## src/rtl/instr_timing_pkg.sv

```systemverilog
// Package of instruction classes, operand forms and cycle figures
package instr_timing_pkg;

  typedef enum logic [5:0] {
    OP_ADD_IMMEDIATE, OP_AND_IMMEDIATE, OP_XOR_IMMEDIATE, OP_OR_IMMEDIATE,
    OP_SUBTRACT_IMMEDIATE, OP_COMPARE_IMMEDIATE, OP_ADD_QUICK, OP_SUBTRACT_QUICK,
    OP_LOAD_QUICK_CONSTANT, OP_CLEAR_OPERAND, OP_DECIMAL_NEGATE, OP_TWOS_NEGATE,
    OP_NEGATE_WITH_EXTEND, OP_INVERT_OPERAND, OP_SET_ON_CONDITION,
    OP_TEST_AND_SET_OPERAND, OP_TEST_OPERAND, OP_ARITHMETIC_SHIFT, OP_LOGICAL_SHIFT,
    OP_PLAIN_ROTATE, OP_ROTATE_THROUGH_EXTEND, OP_BIT_TOGGLE, OP_BIT_CLEAR_OP,
    OP_BIT_SET_OP, OP_BIT_TEST_OP, OP_CONDITIONAL_BRANCH, OP_UNCONDITIONAL_JUMP_REL,
    OP_SUBROUTINE_CALL_REL, OP_LOOP_DECREMENT_BRANCH, OP_BOUNDS_CHECK_EXCEPTION,
    OP_SOFTWARE_EXCEPTION, OP_OVERFLOW_EXCEPTION
  } op_t;

  typedef enum logic [1:0] {SIZE_BYTE, SIZE_WORD, SIZE_LONG} size_t;

  typedef enum logic [1:0] {
    DST_DATA_REG_OPERAND, DST_ADDR_REG_OPERAND, DST_MEMORY
  } dst_t;

  localparam int CLK_W = 8;
  localparam int BUS_W = 5;
  localparam int SHIFT_W = 6;

  localparam logic [CLK_W-1:0] SHIFT_BASE_BW = 8'h0A;
  localparam logic [CLK_W-1:0] SHIFT_BASE_L = 8'h0C;
  localparam logic [CLK_W-1:0] CLOCKS_PER_STEP = 8'h02;
  localparam logic [CLK_W-1:0] CLOCKS_PER_BUS = 8'h04;

endpackage

```

## src/rtl/instr_cycle_timing.sv

```systemverilog
// Instruction execution sequencer: clock and bus cycle counts per form
`timescale 1ns/1ps
`default_nettype none

module instr_cycle_timing (
  input wire logic ref_clk_i,
  input wire logic rstn_i,
  input wire logic start_i,
  input wire instr_timing_pkg::op_t op_i,
  input wire instr_timing_pkg::size_t size_i,
  input wire instr_timing_pkg::dst_t dst_i,
  input wire logic word_disp_i,
  input wire logic cond_true_i,
  input wire logic loop_expired_i,
  input wire logic static_bit_i,
  input wire logic [instr_timing_pkg::SHIFT_W-1:0] shift_count_i,
  input wire logic [instr_timing_pkg::CLK_W-1:0] ea_clocks_i,
  input wire logic [instr_timing_pkg::BUS_W-1:0] ea_reads_i,
  input wire logic [instr_timing_pkg::BUS_W-1:0] ea_writes_i,
  output logic busy_o,
  output logic done_o,
  output logic read_cycle_o,
  output logic write_cycle_o,
  output logic [instr_timing_pkg::CLK_W-1:0] clocks_o,
  output logic [instr_timing_pkg::BUS_W-1:0] reads_o,
  output logic [instr_timing_pkg::BUS_W-1:0] writes_o
);
  import instr_timing_pkg::*;

  // ----------------------------------------
  // Timing lookup
  // ----------------------------------------
  logic [CLK_W-1:0] base_clk;
  logic [BUS_W-1:0] base_rd;
  logic [BUS_W-1:0] base_wr;
  logic add_ea;

  always_comb begin
    logic mem, lng;
    mem = (dst_i == DST_MEMORY);
    lng = (size_i == SIZE_LONG);
    base_clk = 8'h08;
    base_rd = 5'h02;
    base_wr = 5'h00;
    add_ea = 1'b0;
    unique case (op_i)
      OP_ADD_IMMEDIATE, OP_AND_IMMEDIATE, OP_XOR_IMMEDIATE, OP_OR_IMMEDIATE,
      OP_SUBTRACT_IMMEDIATE: begin
        if (mem && op_i != OP_SUBTRACT_IMMEDIATE) begin
          add_ea = 1'b1;
          unique case (size_i)
            SIZE_BYTE: begin base_clk = 8'h14; base_rd = 5'h04; base_wr = 5'h01; end
            SIZE_WORD: begin base_clk = 8'h18; base_rd = 5'h04; base_wr = 5'h02; end
            default: begin base_clk = 8'h28; base_rd = 5'h06; base_wr = 5'h04; end
          endcase
        end else if (mem) begin
          add_ea = 1'b1;
          unique case (size_i)
            SIZE_BYTE: begin base_clk = 8'h0C; base_wr = 5'h01; end
            SIZE_WORD: begin base_clk = 8'h10; base_wr = 5'h02; end
            default: begin base_clk = 8'h18; base_wr = 5'h04; end
          endcase
        end else begin
          base_clk = lng ? 8'h1C : 8'h10;
          base_rd = lng ? 5'h06 : 5'h04;
        end
      end
      OP_COMPARE_IMMEDIATE: begin
        base_rd = lng ? 5'h06 : 5'h04;
        base_clk = mem ? (lng ? 8'h18 : 8'h10) : (lng ? 8'h1A : 8'h10);
      end
      OP_ADD_QUICK, OP_SUBTRACT_QUICK: begin
        if (dst_i == DST_ADDR_REG_OPERAND) base_clk = 8'h0C;
        else if (mem) begin
          add_ea = 1'b1;
          if (op_i == OP_ADD_QUICK) begin
            unique case (size_i)
              SIZE_BYTE: begin base_clk = 8'h0C; base_wr = 5'h01; end
              SIZE_WORD: begin base_clk = 8'h10; base_wr = 5'h02; end
              default: begin base_clk = 8'h18; base_wr = 5'h04; end
            endcase
          end else begin
            unique case (size_i)
              SIZE_BYTE: begin base_clk = 8'h14; base_rd = 5'h04; base_wr = 5'h01; end
              SIZE_WORD: begin base_clk = 8'h18; base_rd = 5'h04; base_wr = 5'h02; end
              default: begin base_clk = 8'h28; base_rd = 5'h06; base_wr = 5'h04; end
            endcase
          end
        end else begin
          base_clk = lng ? 8'h0C : 8'h08;
        end
      end
      OP_LOAD_QUICK_CONSTANT: base_clk = 8'h08;
      OP_CLEAR_OPERAND, OP_TWOS_NEGATE, OP_NEGATE_WITH_EXTEND, OP_INVERT_OPERAND: begin
        if (mem) begin
          add_ea = 1'b1;
          unique case (size_i)
            SIZE_BYTE: begin base_clk = 8'h0C; base_wr = 5'h01; end
            SIZE_WORD: begin base_clk = 8'h10; base_wr = 5'h02; end
            default: begin base_clk = 8'h18; base_wr = 5'h04; end
          endcase
        end else begin
          base_clk = lng ? 8'h0A : 8'h08;
        end
      end
      OP_DECIMAL_NEGATE: begin
        add_ea = mem;
        base_clk = mem ? 8'h0C : 8'h0A;
        base_wr = mem ? 5'h01 : 5'h00;
      end
      OP_SET_ON_CONDITION: begin
        add_ea = mem;
        base_clk = mem ? 8'h0C : (cond_true_i ? 8'h0A : 8'h08);
        base_wr = mem ? 5'h01 : 5'h00;
      end
      OP_TEST_AND_SET_OPERAND: begin
        add_ea = mem;
        base_clk = mem ? 8'h0E : 8'h08;
        base_wr = mem ? 5'h01 : 5'h00;
      end
      OP_TEST_OPERAND: add_ea = mem;
      OP_ARITHMETIC_SHIFT, OP_LOGICAL_SHIFT, OP_PLAIN_ROTATE, OP_ROTATE_THROUGH_EXTEND: begin
        if (mem) begin
          add_ea = 1'b1;
          base_clk = 8'h10;
          base_wr = 5'h02;
        end else begin
          base_clk = (lng ? SHIFT_BASE_L : SHIFT_BASE_BW)
            + CLOCKS_PER_STEP * CLK_W'(shift_count_i);
        end
      end
      OP_BIT_TOGGLE, OP_BIT_CLEAR_OP, OP_BIT_SET_OP, OP_BIT_TEST_OP: begin
        if (static_bit_i) begin
          base_rd = 5'h04;
          if (mem) begin
            add_ea = 1'b1;
            base_clk = (op_i == OP_BIT_TEST_OP) ? 8'h10 : 8'h14;
            base_wr = (op_i == OP_BIT_TEST_OP) ? 5'h00 : 5'h01;
          end else if (op_i == OP_BIT_TEST_OP) base_clk = 8'h12;
          else if (op_i == OP_BIT_CLEAR_OP) base_clk = 8'h16;
          else base_clk = 8'h14;
        end else begin
          if (mem) begin
            add_ea = 1'b1;
            base_clk = (op_i == OP_BIT_TEST_OP) ? 8'h08 : 8'h0C;
            base_wr = (op_i == OP_BIT_TEST_OP) ? 5'h00 : 5'h01;
          end else if (op_i == OP_BIT_TEST_OP) base_clk = 8'h0A;
          else if (op_i == OP_BIT_CLEAR_OP) base_clk = 8'h0E;
          else base_clk = 8'h0C;
        end
      end
      OP_CONDITIONAL_BRANCH, OP_UNCONDITIONAL_JUMP_REL: begin
        base_rd = 5'h04;
        if (op_i == OP_UNCONDITIONAL_JUMP_REL || cond_true_i) base_clk = 8'h12;
        else if (word_disp_i) base_clk = 8'h14;
        else begin
          base_clk = 8'h0C;
          base_rd = 5'h02;
        end
      end
      OP_SUBROUTINE_CALL_REL: begin
        base_clk = 8'h22;
        base_rd = 5'h04;
        base_wr = 5'h04;
      end
      OP_LOOP_DECREMENT_BRANCH: begin
        base_rd = 5'h04;
        if (cond_true_i) base_clk = 8'h14;
        else if (loop_expired_i) begin
          base_clk = 8'h1A;
          base_rd = 5'h06;
        end else base_clk = 8'h12;
      end
      OP_BOUNDS_CHECK_EXCEPTION: begin
        // Bounds check, address cost when raised
        add_ea = cond_true_i;
        if (cond_true_i) begin
          base_clk = 8'h44;
          base_rd = 5'h08;
          base_wr = 5'h06;
        end else base_clk = 8'h0E;
      end
      OP_SOFTWARE_EXCEPTION: begin
        base_clk = 8'h3E;
        base_rd = 5'h08;
        base_wr = 5'h06;
      end
      OP_OVERFLOW_EXCEPTION: begin
        if (cond_true_i) begin
          base_clk = 8'h42;
          base_rd = 5'h0A;
          base_wr = 5'h06;
        end
      end
      default: base_clk = 8'h08;
    endcase
  end

  // ----------------------------------------
  // Execution counter
  // ----------------------------------------
  logic busy_q, busy_d, done_q, done_d, rd_q, rd_d, wr_q, wr_d;
  logic [CLK_W-1:0] left_q, left_d, clocks_q, clocks_d, tot_q, tot_d, sub_q, sub_d;
  logic [BUS_W-1:0] rd_left_q, rd_left_d, wr_left_q, wr_left_d;
  logic [BUS_W-1:0] reads_q, reads_d, writes_q, writes_d, tr_q, tr_d, tw_q, tw_d;

  always_comb begin
    busy_d = busy_q;
    done_d = 1'b0;
    rd_d = 1'b0;
    wr_d = 1'b0;
    left_d = left_q;
    clocks_d = clocks_q;
    tot_d = tot_q;
    sub_d = sub_q;
    rd_left_d = rd_left_q;
    wr_left_d = wr_left_q;
    reads_d = reads_q;
    writes_d = writes_q;
    tr_d = tr_q;
    tw_d = tw_q;
    if (!busy_q && start_i) begin
      busy_d = 1'b1;
      left_d = base_clk + (add_ea ? ea_clocks_i : '0);
      rd_left_d = base_rd + (add_ea ? ea_reads_i : '0);
      wr_left_d = base_wr + (add_ea ? ea_writes_i : '0);
      tot_d = '0;
      tr_d = '0;
      tw_d = '0;
      sub_d = 8'h01;
    end else if (busy_q) begin
      tot_d = tot_q + 8'h01;
      sub_d = sub_q + 8'h01;
      if (sub_q == CLOCKS_PER_BUS - 8'h01) begin
        sub_d = '0;
        if (rd_left_q != '0) begin
          rd_d = 1'b1;
          rd_left_d = rd_left_q - 5'h01;
          tr_d = tr_q + 5'h01;
        end else if (wr_left_q != '0) begin
          wr_d = 1'b1;
          wr_left_d = wr_left_q - 5'h01;
          tw_d = tw_q + 5'h01;
        end
      end
      left_d = left_q - 8'h01;
      if (left_q == 8'h01) begin
        busy_d = 1'b0;
        done_d = 1'b1;
        clocks_d = tot_q + 8'h01;
        reads_d = tr_q + rd_left_q;
        writes_d = tw_q + wr_left_q;
      end
    end
  end

  always_ff @(posedge ref_clk_i or negedge rstn_i) begin
    if (!rstn_i) begin
      busy_q <= 1'b0;
      done_q <= 1'b0;
      rd_q <= 1'b0;
      wr_q <= 1'b0;
      left_q <= '0;
      clocks_q <= '0;
      tot_q <= '0;
      sub_q <= '0;
      rd_left_q <= '0;
      wr_left_q <= '0;
      reads_q <= '0;
      writes_q <= '0;
      tr_q <= '0;
      tw_q <= '0;
    end else begin
      busy_q <= busy_d;
      done_q <= done_d;
      rd_q <= rd_d;
      wr_q <= wr_d;
      left_q <= left_d;
      clocks_q <= clocks_d;
      tot_q <= tot_d;
      sub_q <= sub_d;
      rd_left_q <= rd_left_d;
      wr_left_q <= wr_left_d;
      reads_q <= reads_d;
      writes_q <= writes_d;
      tr_q <= tr_d;
      tw_q <= tw_d;
    end
  end

  assign busy_o = busy_q;
  assign done_o = done_q;
  assign read_cycle_o = rd_q;
  assign write_cycle_o = wr_q;
  assign clocks_o = clocks_q;
  assign reads_o = reads_q;
  assign writes_o = writes_q;
endmodule
`default_nettype wire

```

## config.mk

```make
export PLATFORM = sky130hd
export DESIGN_NAME = instr_cycle_timing
export DESIGN_NICKNAME = d
export VERILOG_FILES = /design/src/rtl/instr_timing_pkg.sv /design/src/rtl/instr_cycle_timing.sv
export SDC_FILE = /design/constraint.sdc
export NUM_CORES = 1
export LEC_CHECK = 0
export ABC_AREA = 1
export BUFFER_PORTS_ARGS = -buffer_cell sky130_fd_sc_hd__buf_4
export CAP_MARGIN = 30
export CORE_ASPECT_RATIO = 0.6
export CORE_MARGIN = 10
export CORE_UTILIZATION = 42
export CTS_CLUSTER_DIAMETER = 30
export DETAILED_ROUTE_END_ITERATION = 7
export PLACE_DENSITY = 0.62
export SYNTH_ARGS = -nofsm -noshare
export SYNTH_HDL_FRONTEND = slang
export SYNTH_SLANG_ARGS = --single-unit
```

## constraint.sdc

```tcl
create_clock -name ref_clk_i -period 1.58 [get_ports ref_clk_i]
set_input_delay 0.237 -clock ref_clk_i [delete_from_list [all_inputs] [get_ports ref_clk_i]]
set_output_delay 0.237 -clock ref_clk_i [all_outputs]
set_load 0.005 [all_outputs]
```

==> run metrics <==
outcome complete, but fails checks; violated checks setup timing; Die ar. about 17,000 µm²; CP Launch Type input port; detailed-route wire length 17,900 µm; RSZ-0062 raised after global routing yes; vias per inst between 5 and 6; CTS tree yes; antenna violations before repair 0; Die X 163 µm; fin worst setup slack -929 ps; PD cells roughly 1200 nW/µm²; Rel. slew slack 0.534; Setup CP Type input port to flip-flop; initial core utilization 0.430; unique cell type count in the Yosys netlist 47; Crit path largest cell delay between 300 and 400 ps; simple-gate share of the synthesized area 0.293; DR vias 5,616; Root Buffer clkbuf_16; Worst Tran Pin Value 693 ps; num rows 31; pre-CTS WS -1350 ps; compound-gate portion of the synthesized area 0.143; Detailed Route Iter0 Violations 429; Clock Path Buffers 2; Hold WC Path Type input port to flip-flop; cell area after synthesis ~5200 µm²; Syn Nets 773; share of cells above drive strength 1 0.457; fmax between 0.3 and 0.4 GHz; Top Ports 63; Leak 3.96 nW; core area ~12,000 µm²; gpl congestion about 1.0; critical path endpoint category flip-flop; clock sinks 66; final hold violation count 0; skew final 3.81 ps; Synth Area in XOR/XNOR 0.0490; fin area 8230 µm²; Max VDD drop between 0.8 and 0.9 mV; drt first pass iters 5; mux cell area share after synthesis 0; vias in the first global route approximately 5,500; Slew Limit Fails 0; gr usage total 0.200; TritonCTS buffer count 9; CTS clock-pin slew for the worst setup and hold paths 50 ps; diode count 0; min Tclk post-route approximately 2500 ps; period utilisation layout 1.59; commonest non-fill, non-tap cell in the layout buf_4; Mapped Cells between 600 and 700; drt drc 0; WL per Instance 16.6 µm; IO buf count 62; global-route wire length before repair ~28,000 µm; most frequent cells in the layout 188 x buf_4, 111 x nand2_1, 84 x inv_1, 65 x dfrtp_1, 38 x nor2_1; synth warn 0; most repeated library cell on the critical path nand2_2; Clock Latency Late Sink ~330 ps; largest family of logic cells by synthesized area simple AND/OR/NAND/NOR gates; Routed Antenna Nets 0; placed cell area around 7100 µm²; area share of fa/ha/maj cells after synthesis 0.100; Setup Viol. Count Final 26; Arr. time, crit path between 2000 and 3000 ps; crit-path max FO 6; Area growth syn-to-layout 58.7%; CP cell instances buf_8 -> inv_6 -> nand2_4 -> buf_12 -> nor2_4 -> inv_4 -> nor2_1 -> a21oi_2 -> nand4_1 -> a31oi_4 -> o2111ai_4 -> ha_4 -> nand2_2 -> nand2_2 -> a31oi_2 -> or2_4 -> nand2_2 -> a21oi_2 -> or2_4 -> nand3_2 -> nand3_2; CP Data Required Time around 1800 ps; H-Tree Depth 3; Synth Register Bits 66; register area share after synthesis 0.318; total gr overflow 0; total of max-cap violations 0; cell family with most CP delay simple AND/OR/NAND/NOR gates; Mapped Avg Cell Area roughly 7.5 µm²; largest net degree at the start of global routing 35; Die Y roughly 110 µm; WP buf/inv 4; estimated wirelength of the detail-placed design 13,500 µm; slowest CP cell ha_4; Total Nets Final around 1,000; Hold Slack between 200 and 250 ps
[state kept, by name (all words and copies together), names as in the netlist, 5 cells and up]
register	cells
clocks_o	8
left_q	8
sub_q	8
tot_q	8
rd_left_q	5
reads_o	5
tr_q	5
tw_q	5
wr_left_q	5
writes_o	5
[synthesized netlist by cell type, drive strengths merged]
| cell type | count | share of area |
|---|---|---|
| clkinv | 2 | 0.0014 |
| a21oi | 30 | 0.030 |
| clkbuf | 6 | 0.0043 |
| a211oi | 4 | 0.0058 |
| o221ai | 2 | 0.0034 |
| o211ai | 8 | 0.012 |
| nand3b | 2 | 0.0029 |
| nor3 | 12 | 0.012 |
| o21bai | 2 | 0.0029 |
| inv | 111 | 0.081 |
| a31oi | 8 | 0.0097 |
| o31ai | 7 | 0.010 |
| ha | 32 | 0.077 |
| or3 | 1 | 0.0012 |
| nand2 | 143 | 0.11 |
| or2 | 4 | 0.0053 |
| a22oi | 2 | 0.0029 |
| o2111ai | 3 | 0.0051 |
| nor3b | 1 | 0.0024 |
| nor2 | 84 | 0.085 |
| nor4 | 3 | 0.0094 |
| nand4 | 8 | 0.0097 |
| o21ai | 50 | 0.048 |
| o21a | 1 | 0.0014 |
| o41ai | 1 | 0.0017 |
| buf | 6 | 0.0092 |
| o22ai | 6 | 0.0072 |
| a22o | 2 | 0.0034 |
| dfrtp | 66 | 0.32 |
| nand3 | 52 | 0.053 |
| fa | 6 | 0.023 |
| xnor2 | 9 | 0.015 |
| xor2 | 20 | 0.034 |
[kinds of logic (layout without fill, tap and decap cells)]
kind of cell | Yosys count | after routing
AOI/OAI and AO/OA | 126 | 126
xor gates and xnor gates | 29 | 29
adders and majority gates | 38 | 38
buffers and inverters | 125 | 344
DFF | 66 | 66
and+or+nand+nor | 310 | 310
[worst reg2reg max path, stage by stage, from the launching register on]
cell,delay (ps)
dfrtp_1,430
nor4_1,650
nand2_1,150
nor3_1,220
a21oi_1,70
a21oi_1,140
o21bai_1,120
[power breakdown]
group          internal (mW)  total [mW]  leakage [nW]  switching (mW)
sequential              2.38        2.94         0.837           0.565
combinational           2.22        4.56          2.97            2.34
clock                   1.28        1.98         0.147           0.698
[path summary, 6_finish.rpt]
check                                              from  slack [ps]                        to  cells after the start
worst max-delay path                            op_i[5]        -930     left_q[6]$_DFFE_PN0P_                     21
min in group asynchronous                        rstn_i         400  rd_left_q[3]$_DFFE_PN0P_                      2
max in group asynchronous                        rstn_i         620          busy_o$_DFF_PN0_                      3
worst min-delay path                      ea_reads_i[0]         210  rd_left_q[0]$_DFFE_PN0P_                      3
worst min register to register  writes_o[0]$_DFFE_PN0P_         480   writes_o[0]$_DFFE_PN0P_                      2
worst max register to register    left_q[2]$_DFFE_PN0P_        -280     left_q[7]$_DFFE_PN0P_                      6
[through the flow]
| stage | cells | TNS (ps) | utilization | power, mW |
|---|---|---|---|---|
| 2_1_floorplan | 694 | -8770 | - | 5.19 |
| 3_3_place_gp | 1040 | -17270 | 0.589 | 6.77 |
| 3_5_place_dp | 1040 | -18470 | 0.589 | 6.97 |
| 4_1_cts | 1066 | -9850 | 0.652 | 9.25 |
| 5_1_grt | 1078 | -15190 | 0.683 | 10.2 |
| 6_report | 1078 | -11370 | 0.683 | 9.49 |
[what timing repair did]
action                     in CTS  in global routing
hold endpoints to repair       33                  0
cloned                          1                  0
hold buffers                    1                  0
gates resized for setup       107                 71
setup endpoints to repair      45                 54
setup buffers                  11                 14
pin swaps                      38                 40
[metal layers]
metal  wire [µm]  global-route usage  vias to the layer above
met4         133              0.0337                        0
li1            -                   -                     2722
met2        8070               0.299                      182
met5           0                   0                        -
met3        1500              0.0639                       20
met1        8180               0.279                     2692
[cell type report]
type | instances | area [µm²]
fillers | 957 | 3830
multi-input cells | 503 | 3800
repair buffers | 216 | 1790
flip-flops and latches | 66 | 1650
inverters | 113 | 492
clock buffers | 11 | 253
well taps | 165 | 206
clock inverters | 3 | 40.0
repair inverters | 1 | 7.51
No activity file was read; power rests on OpenSTA's default activity.
